--- config.mk ---
export PLATFORM = sky130hd
export DESIGN_NAME = asp9_top
export DESIGN_NICKNAME = d
export VERILOG_FILES = /design/src/include/asp9_pkg.sv /design/src/hdl/asp9_bit_timer.sv /design/src/hdl/asp9_tx_serializer.sv /design/src/hdl/asp9_top.sv
export SDC_FILE = /design/constraint.sdc
export NUM_CORES = 1
export LEC_CHECK = 0
export BUFFER_PORTS_ARGS = -buffer_cell sky130_fd_sc_hd__buf_2
export CAP_MARGIN = 10
export CORE_ASPECT_RATIO = 1.75
export CORE_MARGIN = 2
export CORE_UTILIZATION = 45
export CTS_CLUSTER_DIAMETER = 80
export DETAILED_ROUTE_END_ITERATION = 6
export PLACE_DENSITY = 0.67
export SLEW_MARGIN = 10
export SYNTH_ARGS = -nofsm -noshare
export SYNTH_HDL_FRONTEND = slang
export SYNTH_SLANG_ARGS = --single-unit
--- constraint.sdc ---
create_clock -name clk_sys_i -period 1.7 [get_ports clk_sys_i]
set_input_delay 0.425 -clock clk_sys_i [delete_from_list [all_inputs] [get_ports clk_sys_i]]
set_output_delay 0.425 -clock clk_sys_i [all_outputs]
set_load 0.02 [all_outputs]
--- src/include/asp9_pkg.sv ---
// Purpose: shared constants and types of the 9-bit async serial port
// Assumes: word-indexed registers, byte address = 4 * index
// Notes: all offsets and field positions, and the reload and byte reset values, live here
package asp9_pkg;
	localparam int ASP9_IDX_W = 10;
	localparam logic [9:0] ASP9_CTRL_IDX = 10'h098;
	localparam logic [9:0] ASP9_DATA_IDX = 10'h099;
	localparam logic [9:0] ASP9_RELOAD_IDX = 10'h09a;
	localparam logic [9:0] ASP9_TMRCTL_IDX = 10'h09b;
	localparam int ASP9_MODE_BIT = 7;
	localparam int ASP9_UNUSED_BIT = 6;
	localparam int ASP9_MCE_BIT = 5;
	localparam int ASP9_REN_BIT = 4;
	localparam int ASP9_TB8_BIT = 3;
	localparam int ASP9_RB8_BIT = 2;
	localparam int ASP9_TI_BIT = 1;
	localparam int ASP9_RI_BIT = 0;
	localparam int ASP9_RUN_BIT = 0;
	localparam logic [7:0] ASP9_RELOAD_RST = 8'h00;
	localparam logic [7:0] ASP9_BYTE_RST = 8'h00;
	localparam logic [3:0] ASP9_FRAME8_BITS = 4'ha;
	localparam logic [3:0] ASP9_FRAME9_BITS = 4'hb;
	localparam logic [3:0] ASP9_DATA_BITS = 4'h8;
	typedef enum logic [2:0] {
		ASP9_RX_IDLE = 3'b000,
		ASP9_RX_START = 3'b001,
		ASP9_RX_DATA = 3'b010,
		ASP9_RX_NINTH = 3'b011,
		ASP9_RX_STOP = 3'b100
	} asp9_rx_state_t;
endpackage

--- src/hdl/asp9_bit_timer.sv ---
// Purpose: 8-bit auto-reload bit timer, one overflow pulse per wrap
// Assumes: counts one per system clock while running
// Notes: force reload restarts the period at once
`timescale 1ns/10ps
module asp9_bit_timer #(
	parameter int WIDTH = 8
) (
	input wire logic clk_sys_i,
	input wire logic sys_rst_i,
	input wire logic run_i,
	input wire logic force_i,
	input wire logic [WIDTH-1:0] reload_i,
	output logic ovf_o
);
	logic [WIDTH-1:0] count_q;
	wire wrap = run_i && (count_q == {WIDTH{1'b1}});

	always_ff @(posedge clk_sys_i) begin
		if (sys_rst_i) begin
			count_q <= '0;
			ovf_o <= 1'b0;
		end else if (force_i) begin
			count_q <= reload_i;
			ovf_o <= 1'b0;
		end else begin
			if (wrap) begin
				count_q <= reload_i;
			end else if (run_i) begin
				count_q <= count_q + 1'b1;
			end
			ovf_o <= wrap;
		end
	end
endmodule

--- src/hdl/asp9_tx_serializer.sv ---
// Purpose: frame serializer for 10- or 11-bit characters
// Assumes: bit_tick_i is a one-cycle pulse per bit period
// Notes: a load taken while busy or pending is dropped; the line idles high
`timescale 1ns/10ps
module asp9_tx_serializer
	import asp9_pkg::*;
(
	input wire logic clk_sys_i,
	input wire logic sys_rst_i,
	input wire logic bit_tick_i,
	input wire logic load_i,
	input wire logic [7:0] data_i,
	input wire logic nine_i,
	input wire logic ninth_i,
	output logic line_o,
	output logic stop_start_o,
	output logic busy_o
);
	logic pend_q;
	logic [7:0] hold_q;
	logic [10:0] shreg_q;
	logic [3:0] left_q;
	wire next_bit = shreg_q[1];

	always_ff @(posedge clk_sys_i) begin
		if (sys_rst_i) begin
			pend_q <= 1'b0;
			hold_q <= ASP9_BYTE_RST;
			shreg_q <= '1;
			left_q <= '0;
			busy_o <= 1'b0;
			line_o <= 1'b1;
			stop_start_o <= 1'b0;
		end else begin
			stop_start_o <= 1'b0;
			// Byte latched at the write: the bus data is gone by the first bit tick
			if (load_i && !busy_o && !pend_q) begin
				pend_q <= 1'b1;
				hold_q <= data_i;
			end
			if (bit_tick_i && busy_o) begin
				shreg_q <= {1'b1, shreg_q[10:1]};
				left_q <= left_q - 4'h1;
				line_o <= (left_q == 4'h1) ? 1'b1 : next_bit;
				stop_start_o <= (left_q == 4'h2);
				busy_o <= (left_q != 4'h1);
			end else if (bit_tick_i && pend_q) begin
				// Start bit low, LSB first, stop high
				shreg_q <= {1'b1, nine_i ? ninth_i : 1'b1, hold_q, 1'b0};
				left_q <= nine_i ? ASP9_FRAME9_BITS : ASP9_FRAME8_BITS;
				line_o <= 1'b0;
				busy_o <= 1'b1;
				pend_q <= 1'b0;
			end
		end
	end
endmodule

--- src/hdl/asp9_top.sv ---
// Purpose: full-duplex async serial port, 8- or 9-bit frames
// Assumes: classic Wishbone slave, one 20 MHz clock, sync reset
// Notes: bit timer counts system clocks; overflows run at twice baud
// Overview of operation
// - control bit 7 selects 8 or 9-bit frames
// - 8-bit frame: start, eight data LSB-first, stop
// - 8-bit mode stores received stop bit in bit 2
// - writing data buffer starts transmission
// - transmit-done set at stop-bit start
// - receive only while receive enable is set
// - 8-bit accept needs done clear, filter stop high
// - overrun keeps first byte, drops later one
// - 9-bit frame adds ninth bit from bit 3
// - 9-bit mode stores ninth bit, ignores stop
// - 9-bit accept needs done clear, filter ninth high
// - interrupt request when either done flag set
// - done flags cleared only by software writing zero
// - receive-done set when stop bit sampled
// - control bit 6 reads one, writes ignored
// - transmit ninth bit unused in 8-bit mode
// - bit clock is timer overflow divided by two
// - receive timer copy reloaded on start detect
// - data writes go transmit, reads give receive
//
// Design decision made here: the Wishbone slave port.
`timescale 1ns/10ps
module asp9_top
(
	input wire logic clk_sys_i,
	input wire logic sys_rst_i,
	input wire logic wb_cyc_i,
	input wire logic wb_stb_i,
	input wire logic wb_we_i,
	input wire logic [11:0] wb_adr_i,
	input wire logic [3:0] wb_sel_i,
	input wire logic [31:0] wb_dat_i,
	output logic [31:0] wb_dat_o,
	output logic wb_ack_o,
	input wire logic irq_enable_i,
	output logic irq_o,
	input wire logic serial_in_pin_i,
	output logic serial_out_pin_o
);
	import asp9_pkg::*;
	// Register state
	logic frame_length_select_q;
	logic multiproc_filter_enable_q;
	logic receive_enable_bit_q;
	logic tx_ninth_bit_q;
	logic rx_ninth_bit_q;
	logic tx_done_flag_q;
	logic rx_done_flag_q;
	logic [7:0] rx_buf_q;
	logic [7:0] bit_timer_reload_q;
	logic timer_run_q;

	// Bus decode
	wire req = wb_cyc_i && wb_stb_i && !wb_ack_o;
	wire lane0 = wb_sel_i[0];
	wire [ASP9_IDX_W-1:0] idx = wb_adr_i[11:2];
	wire hit_ctrl = idx == ASP9_CTRL_IDX;
	wire hit_data = idx == ASP9_DATA_IDX;
	wire hit_reload = idx == ASP9_RELOAD_IDX;
	wire hit_tmrctl = idx == ASP9_TMRCTL_IDX;
	wire wr = req && wb_we_i && lane0;
	wire wr_ctrl = wr && hit_ctrl;
	wire wr_data = wr && hit_data;
	wire [7:0] wbyte = wb_dat_i[7:0];
	wire [7:0] ctrl_view = {frame_length_select_q, 1'b1, multiproc_filter_enable_q,
		receive_enable_bit_q, tx_ninth_bit_q, rx_ninth_bit_q, tx_done_flag_q, rx_done_flag_q};
	wire [7:0] rd_byte = hit_ctrl ? ctrl_view :
		hit_data ? rx_buf_q :
		hit_reload ? bit_timer_reload_q :
		hit_tmrctl ? {7'h00, timer_run_q} : 8'h00;

	always_ff @(posedge clk_sys_i) begin
		if (sys_rst_i) begin
			wb_ack_o <= 1'b0;
			wb_dat_o <= 32'h0000_0000;
		end else begin
			wb_ack_o <= req;
			if (req && !wb_we_i) begin
				wb_dat_o <= {24'h00_0000, rd_byte};
			end
		end
	end
	// Bit timers: tx runs free, rx copy restarts on start detect
	logic tx_ovf;
	logic rx_ovf;
	logic tx_div_q;
	logic rx_phase_q;
	logic start_seen;

	asp9_bit_timer #(.WIDTH(8)) u_tx_timer (
		.clk_sys_i(clk_sys_i),
		.sys_rst_i(sys_rst_i),
		.run_i(timer_run_q),
		.force_i(1'b0),
		.reload_i(bit_timer_reload_q),
		.ovf_o(tx_ovf)
	);
	asp9_bit_timer #(.WIDTH(8)) u_rx_timer (
		.clk_sys_i(clk_sys_i),
		.sys_rst_i(sys_rst_i),
		.run_i(timer_run_q),
		.force_i(start_seen),
		.reload_i(bit_timer_reload_q),
		.ovf_o(rx_ovf)
	);
	wire tx_bit_tick = tx_ovf && tx_div_q;
	// First rx overflow after start is half a bit in: mid-bit sampling
	wire rx_sample = rx_ovf && !rx_phase_q;

	always_ff @(posedge clk_sys_i) begin
		if (sys_rst_i) begin
			tx_div_q <= 1'b0;
			rx_phase_q <= 1'b0;
		end else begin
			if (tx_ovf) begin
				tx_div_q <= !tx_div_q;
			end
			if (start_seen) begin
				rx_phase_q <= 1'b0;
			end else if (rx_ovf) begin
				rx_phase_q <= !rx_phase_q;
			end
		end
	end
	// Transmitter
	logic tx_stop_start;
	logic tx_busy;

	asp9_tx_serializer u_tx (
		.clk_sys_i(clk_sys_i),
		.sys_rst_i(sys_rst_i),
		.bit_tick_i(tx_bit_tick),
		.load_i(wr_data),
		.data_i(wbyte),
		.nine_i(frame_length_select_q),
		.ninth_i(tx_ninth_bit_q),
		.line_o(serial_out_pin_o),
		.stop_start_o(tx_stop_start),
		.busy_o(tx_busy)
	);
	// Receiver front end; start detect reads both the second and third stages
	logic in_meta_q;
	logic in_sync_q;
	logic in_prev_q;
	asp9_rx_state_t rx_state_q;
	asp9_rx_state_t rx_state_d;
	logic [7:0] rx_shreg_q;
	logic [3:0] rx_cnt_q;
	logic rx_ninth_q;

	always_ff @(posedge clk_sys_i) begin
		if (sys_rst_i) begin
			in_meta_q <= 1'b1;
			in_sync_q <= 1'b1;
			in_prev_q <= 1'b1;
		end else begin
			in_meta_q <= serial_in_pin_i;
			in_sync_q <= in_meta_q;
			in_prev_q <= in_sync_q;
		end
	end

	wire rx_idle = rx_state_q == ASP9_RX_IDLE;
	assign start_seen = rx_idle && receive_enable_bit_q && in_prev_q && !in_sync_q;
	wire in_stop = rx_state_q == ASP9_RX_STOP;
	wire stop_eval = in_stop && rx_sample;
	wire nine_mode = frame_length_select_q;
	// Stop level in 8-bit mode, ninth data bit in 9-bit mode
	wire rx_tag = nine_mode ? rx_ninth_q : in_sync_q;
	wire rx_accept = stop_eval && !rx_done_flag_q && (!multiproc_filter_enable_q || rx_tag);

	always_comb begin
		rx_state_d = rx_state_q;
		case (rx_state_q)
			ASP9_RX_IDLE: begin
				if (start_seen) begin
					rx_state_d = ASP9_RX_START;
				end
			end
			ASP9_RX_START: begin
				if (rx_sample) begin
					rx_state_d = in_sync_q ? ASP9_RX_IDLE : ASP9_RX_DATA;
				end
			end
			ASP9_RX_DATA: begin
				if (rx_sample && rx_cnt_q == ASP9_DATA_BITS - 4'h1) begin
					rx_state_d = nine_mode ? ASP9_RX_NINTH : ASP9_RX_STOP;
				end
			end
			ASP9_RX_NINTH: begin
				if (rx_sample) begin
					rx_state_d = ASP9_RX_STOP;
				end
			end
			ASP9_RX_STOP: begin
				if (rx_sample) begin
					rx_state_d = ASP9_RX_IDLE;
				end
			end
			default: begin
				rx_state_d = ASP9_RX_IDLE;
			end
		endcase
		// Clearing receive enable abandons a character in flight
		if (!receive_enable_bit_q) begin
			rx_state_d = ASP9_RX_IDLE;
		end
	end

	always_ff @(posedge clk_sys_i) begin
		if (sys_rst_i) begin
			rx_state_q <= ASP9_RX_IDLE;
			rx_shreg_q <= ASP9_BYTE_RST;
			rx_cnt_q <= 4'h0;
			rx_ninth_q <= 1'b0;
		end else begin
			rx_state_q <= rx_state_d;
			if (rx_state_q == ASP9_RX_START) begin
				rx_cnt_q <= 4'h0;
			end
			if (rx_state_q == ASP9_RX_DATA && rx_sample) begin
				rx_shreg_q <= {in_sync_q, rx_shreg_q[7:1]};
				rx_cnt_q <= rx_cnt_q + 4'h1;
			end
			if (rx_state_q == ASP9_RX_NINTH && rx_sample) begin
				rx_ninth_q <= in_sync_q;
			end
		end
	end
	// Control, flags and data registers
	always_ff @(posedge clk_sys_i) begin
		if (sys_rst_i) begin
			frame_length_select_q <= 1'b0;
			multiproc_filter_enable_q <= 1'b0;
			receive_enable_bit_q <= 1'b0;
			tx_ninth_bit_q <= 1'b0;
			rx_ninth_bit_q <= 1'b0;
			tx_done_flag_q <= 1'b0;
			rx_done_flag_q <= 1'b0;
			rx_buf_q <= ASP9_BYTE_RST;
			bit_timer_reload_q <= ASP9_RELOAD_RST;
			timer_run_q <= 1'b0;
		end else begin
			if (wr_ctrl) begin
				frame_length_select_q <= wbyte[ASP9_MODE_BIT];
				multiproc_filter_enable_q <= wbyte[ASP9_MCE_BIT];
				receive_enable_bit_q <= wbyte[ASP9_REN_BIT];
				tx_ninth_bit_q <= wbyte[ASP9_TB8_BIT];
			end
			if (rx_accept) begin
				rx_ninth_bit_q <= rx_tag;
			end else if (wr_ctrl) begin
				rx_ninth_bit_q <= wbyte[ASP9_RB8_BIT];
			end
			// Hardware set beats a same-cycle software clear
			if (tx_stop_start) begin
				tx_done_flag_q <= 1'b1;
			end else if (wr_ctrl && !wbyte[ASP9_TI_BIT]) begin
				tx_done_flag_q <= 1'b0;
			end
			if (rx_accept) begin
				rx_done_flag_q <= 1'b1;
			end else if (wr_ctrl && !wbyte[ASP9_RI_BIT]) begin
				rx_done_flag_q <= 1'b0;
			end
			if (rx_accept) begin
				rx_buf_q <= rx_shreg_q;
			end
			if (wr && hit_reload) begin
				bit_timer_reload_q <= wbyte;
			end
			if (wr && hit_tmrctl) begin
				timer_run_q <= wbyte[ASP9_RUN_BIT];
			end
		end
	end

	always_ff @(posedge clk_sys_i) begin
		if (sys_rst_i) begin
			irq_o <= 1'b0;
		end else begin
			irq_o <= irq_enable_i && (tx_done_flag_q || rx_done_flag_q);
		end
	end

	// Checks
	property p_ack_single;
		@(posedge clk_sys_i) disable iff (sys_rst_i) wb_ack_o |=> !wb_ack_o;
	endproperty
	a_ack_single: assert property (p_ack_single) else $error("ack held two cycles");
	property p_bit6_reads_one;
		@(posedge clk_sys_i) disable iff (sys_rst_i) (req && !wb_we_i && hit_ctrl) |=> wb_dat_o[ASP9_UNUSED_BIT];
	endproperty
	a_bit6_reads_one: assert property (p_bit6_reads_one) else $error("control bit 6 read as 0");
	property p_tx_done_at_stop;
		@(posedge clk_sys_i) disable iff (sys_rst_i) tx_stop_start |-> serial_out_pin_o ##1 tx_done_flag_q;
	endproperty
	a_tx_done_at_stop: assert property (p_tx_done_at_stop) else $error("tx done not at stop bit");
	property p_flag_sticky;
		@(posedge clk_sys_i) disable iff (sys_rst_i) (rx_done_flag_q && !wr_ctrl) |=> rx_done_flag_q;
	endproperty
	a_flag_sticky: assert property (p_flag_sticky) else $error("rx done dropped without write");
	property p_rx_disabled;
		@(posedge clk_sys_i) disable iff (sys_rst_i) !receive_enable_bit_q |=> rx_idle;
	endproperty
	a_rx_disabled: assert property (p_rx_disabled) else $error("receiver active while disabled");
	property p_overrun_keeps;
		@(posedge clk_sys_i) disable iff (sys_rst_i) (stop_eval && rx_done_flag_q) |=> $stable(rx_buf_q);
	endproperty
	a_overrun_keeps: assert property (p_overrun_keeps) else $error("overrun replaced buffer");
	property p_accept_sets;
		@(posedge clk_sys_i) disable iff (sys_rst_i) rx_accept |=> rx_done_flag_q && rx_buf_q == $past(rx_shreg_q);
	endproperty
	a_accept_sets: assert property (p_accept_sets) else $error("accepted char not stored");
	property p_filter8;
		@(posedge clk_sys_i) disable iff (sys_rst_i)
			(stop_eval && !nine_mode && multiproc_filter_enable_q && !in_sync_q && !rx_done_flag_q) |=> !rx_done_flag_q;
	endproperty
	a_filter8: assert property (p_filter8) else $error("bad stop accepted with filter");
	property p_irq;
		@(posedge clk_sys_i) disable iff (sys_rst_i) (irq_enable_i && (tx_done_flag_q || rx_done_flag_q)) |=> irq_o;
	endproperty
	a_irq: assert property (p_irq) else $error("irq missing with flag set");
	property p_idle_high;
		@(posedge clk_sys_i) disable iff (sys_rst_i) !tx_busy |-> serial_out_pin_o;
	endproperty
	a_idle_high: assert property (p_idle_high) else $error("line low while idle");

	c_accept: cover property (@(posedge clk_sys_i) disable iff (sys_rst_i) rx_accept);
	c_overrun: cover property (@(posedge clk_sys_i) disable iff (sys_rst_i) stop_eval && rx_done_flag_q);
	c_tx_done: cover property (@(posedge clk_sys_i) disable iff (sys_rst_i) tx_stop_start && nine_mode);
endmodule

---- Word level (Yosys, flattened, before mapping) ----
Index checks and enable logic that the tools add are counted.
storage, ports and cells
  output and inout bits ................... 35
  register bits ........................... 99
  input bits .............................. 55
operators by class
  mux-type cells .......................... 40
  add/subtract/negate cells ............... 4
  reduce and logical (&&, ||, !) cells .... 54
  equal/unequal tests ..................... 19
  bitwise logic cells ..................... 2
operator list
  operator               number
  $mux W8                8
  $eq A10 B8 Y1 const B  4
  $logic_and A1 B1 Y1    29
  $mux W10               2
  $mux W1                18
  $mux W3                6
  $add A8 B1 Y8 const B  2
  $eq A8 B8 Y1 const B   2
  $mux W4                4
  $pmux W3 S5            1
  $reduce_bool A2 Y1     6
  $logic_not A1 Y1       11
  $ne A2 B2 Y1 const B   5
  $eq A3 B2 Y1 const B   2
  $reduce_or A2 Y1       3
  $reduce_and A5 Y1      1
  $add A4 B1 Y4 const B  1
  $eq A4 B1 Y1 const B   1
  $eq A4 B2 Y1 const B   1
  $eq A4 B3 Y1 const B   1
  $ne A4 B1 Y1 const B   1
  $sub A4 B1 Y4 const B  1
  $eq A3 B1 Y1 const B   1
  $eq A3 B3 Y1 const B   1
  5 further kinds        7

---- Depth between registers and ports, before layout ----
  depth in word-level cells ............... 10
  gate-level depth with buffers ........... 7

---- By module ----
A second synthesis with hierarchy kept.
second synthesis, totals
  cells, all modules ...................... 543
  area total of the unflattened synthesis .. 4919.7 µm²
by module, submodules not included
  module              instances  area an instance (µm²)  cells each  sequential area each (µm²)
  asp9_top            1          2671.3                  299         1101.1
  asp9_bit_timer      2          564.3                   66          180.2
  asp9_tx_serializer  1          1119.8                  112         500.5

---- Worst setup path after synthesis ----
OpenSTA, ideal clock, no wires.
  kind .................................... reg-to-reg
  from .................................... register rx_state_q[2]
  to ...................................... register rx_buf_q[0]
  clock period less this slack ............ 1.564 ns
  data arrival time ....................... 1.437 ns
  stages on the path, launching flop included .. 7
  setup slack ............................. 0.136 ns
  setup time .............................. 0.128 ns
  path through ............................ dfxtp_1 > buf_4 > or3b_1 > a2111oi_2 > buf_6 > mux2i_1 > nor2_1
between the ends
  longest elaborated chain between the ends .. 4
ends and longest elaborated chain
  what                               line             RTL
  start: declaration                 asp9_top.sv:149  asp9_rx_state_t rx_state_q;
  start signal: assignment           asp9_top.sv:221  rx_state_q <= rx_state_d;
  $eq A3 B3 Y1                       asp9_top.sv:169  wire in_stop = rx_state_q == ASP9_RX_STOP;
  $logic_and A1 B1 Y1                asp9_top.sv:170  wire stop_eval = in_stop && rx_sample;
  $logic_and A1 B1 Y1 (2 in series)  asp9_top.sv:174  wire rx_accept = stop_eval && !rx_done_flag_q && (!multiproc_filter_enable_q || rx_tag);
  end signal: assignment             asp9_top.sv:271  rx_buf_q <= rx_shreg_q;
  end: declaration                   asp9_top.sv:53   logic [7:0] rx_buf_q;
Every way passes these cells.
A chain may end at the register's enable or synchronous reset.

---- Worst setup path after layout ----
  from .................................... register rx_state_q[2]
  to ...................................... register rx_buf_q[7]
Same word-level chain as after synthesis.

==> flow_summary.yaml <==
outcome:
  outcome: "completed"
place:
  place_area_um2: 5170
  placed_cells: 722
  dp_hpwl_um: 8210
  io_buffers: 36
  gp_congestion: 0.860
  post-place-ws_ns: 0.0131
grt:
  grtUsageMet1: 0.232
  grt_busiest_layer: "met2"
  grt_pass1_wl_um: 18700
  overflow: 0
  grt_pass1_vias: 3999
  use_met2: 0.356
  antenna_found_initial: 0
  met3_usage: 0.0322
  grt_max_degree: 51
  grtUsageTotal: 0.206
sta:
  skew_ns: 0.00822
  max_freq_ghz: 0.616
  maxSlewViolCount: 0
  setup_viol: 0
  period_minus_slack_ns: 1.62
  hold_viol_final: 0
  rsz0062_at_grt: "true"
  fin_crit_sh: 0.956
  fin_ws_ns: 0.0754
clock_network:
  clock_latency_ns: 0.35
  cts_made_buffers: 9
  clockBufferDepth: 2
  cts_root_buf: "clkbuf_16"
  clk_pin_slew_ns: 0.07
  h-tree-depth: 3
  cts_tree: "built"
  cts_hold_buf: 0
  cts_sinks: 98
yosys:
  yosysSeqAreaShare: 0.410
  yosys.area_share.simple: 0.228
  ys_ff_latch: 98
  synth_fa_ha_area_frac: 0.0157
  yosysTopAreaCell: "dfxtp_1"
  syn-cell-area_um2: 4790
  synth_compound_area_frac: 0.201
  syn_avg_cell_area_um2: 8.49
  ys.warnings.count: 0
  synthCells: 564
  synth-xor-area-share: 0.00914
  synth.area.mux_share: 0.0507
  synth_top_cell_area_share: 0.410
  synth_area_leaders: "dfxtp_1, a21oi_1, mux2i_1"
  ys.flop_type: "dfxtp_1"
  async_flop_share: 0
  synth_commonest_cells: "dfxtp_1, a21oi_1, nor2_1"
  synth_edf_count: 0
  synth_top_family_by_area: "simple AND/OR/NAND/NOR gates"
  synthDistinctLibCells: 68
  synth_most_common_cell: "dfxtp_1"
power_and_ir_drop:
  power_density_nw_per_um2: 839
  power_mw: 4.65
  leakage_nw: 2.06
  irDropWorstVdd_mv: 0.778
worst_setup_path:
  r2r-end: "rx_buf_q[7]"
  cp-start-kind: "register"
  critPathCapture: "rx_buf_q[7]"
  timing.rr.start: "rx_state_q[2]"
  crit_arrival_ns: 1.86
  path_class: "reg -> reg"
  r2r_setup_slack_ns: 0.08
  endpoint_kind: "register"
  crit_fanout: 5
  reg2regPathDepth: 5
  timing.critical_path.from: "rx_state_q[2]"
  cp.required_ns: 1.93
floorplanning:
  floorplan.initialDensity: 0.465
  core_area_um2: 10300
  die_x_um: 82.0
  die_h_um: 140
  rows: 49
  boundaryPins: 90
  die_area_um2: 11500
run:
  cap_violations: 0
cells_and_area:
  layout.nets: 670
  fillers: 973
  final_cells: 741
  area_growth_pct: 15.6
  antennaDiodeCount: 0
  final_cell_area_um2: 5540
  drive_gt1_frac: 0.181
  postLayoutCoreUtil: 0.538
detailed_routing:
  avgViaCountPerCell: 5.60
  drt_iter0_drc: 227
  routedWlPerCell_um: 15.3
  drc_errors: 0
  ant_nets: 0
  dr_total_vias: 4152
  first_pass_iters: 4
  wirelength_um: 11300
min_path:
  holdCritStartpoint: "serial_in_pin_i"
  hold_class: "in -> reg"
## report_power, final
group	leakage (nW)	internal [mW]	total (mW)	switching [mW]
Sequential	0.791	2.30	2.30	0.00143
Clock	0.153	1.20	2.14	0.933
Combinational	1.12	0.0676	0.212	0.144
## layout by cell type (no fill, tap or decap), drive strengths merged, types with 9 or more instances in the layout
cell     n
dfxtp   98
buf     76
a21oi   66
nor2    47
nand2   46
o21ai   44
conb    24
mux2i   22
nand3   19
inv     12
nand2b  11
a22oi   10
nor3    10
clkbuf  10
nand4b   9
nand4    9
## logic make-up after synthesis
logic type / after synthesis
AO/OA/AOI/OAI: 159
XOR/XNOR: 5
adder cells (fa/ha/maj): 6
buffers and inverters: 75
flip-flops: 98
multiplexers: 23
other: 1
AND/OR/NAND/NOR: 197
## through the flow
stage	TNS (ns)	hold slack (ns)
floorplan	0	0.389
global placement	0	0.394
detailed placement	0	0.397
CTS	0	0.270
global route	-0.0787	0.281
finish	0	0.276
## state kept, by name, summed over array words and instances (netlist names), 3 cells and up
name and flops:
rx_shreg_q 8, u_tx.left_q 4, wb_dat_o 8, bit_timer_reload_q 8, u_tx.hold_q 8, u_tx.shreg_q 9
u_tx_timer.count_q 8, u_rx_timer.count_q 8, rx_state_q 3, rx_cnt_q 4, rx_buf_q 8
## critical path: stages, from the launching register on
cell and delay [ns]:
dfxtp_1 0.36, or3b_1 0.42, a2111oi_4 0.25, buf_4 0.23
mux2i_1 0.20, nor2_1 0.06
## layout make-up
class	instances	area, µm²	share of cell area
multi-input combinational	414	2520	0.456
sequential	98	1960	0.354
timing repair buffer	76	543	0.0980
clock buffer	10	239	0.0431
tap	127	159	0.0287
clock inverter	6	73.8	0.0133
inverter	10	37.5	0.00678
## how the worst min path moves through the flow
stage / cells past startpoint / slack [ns] / endpoint
final: 2 / 0.28 / in_meta_q
after global routing: 2 / 0.28 / in_meta_q
after CTS: 2 / 0.27 / in_meta_q
after detailed placement: 1 / 0.40 / in_sync_q
after global placement: 1 / 0.39 / in_sync_q
after floorplan: 1 / 0.39 / in_sync_q
## what timing repair did
| item | CTS | global route |
|---|---|---|
| gates resized for setup | 0 | 9 |
| endpoints found under the setup margin | 0 | 18 |
| setup buffers | 0 | 2 |
## metal layers
layer / share of wire / routed length, µm / vias to the layer above
li1: - / - / 2059
met1: 0.39 / 4480 / 1961
met2: 0.53 / 5990 / 101
met3: 0.032 / 359 / 31
met4: 0.046 / 522 / 0
met5: 0 / 0 / -
No activity file was read; power rests on OpenSTA's default activity.
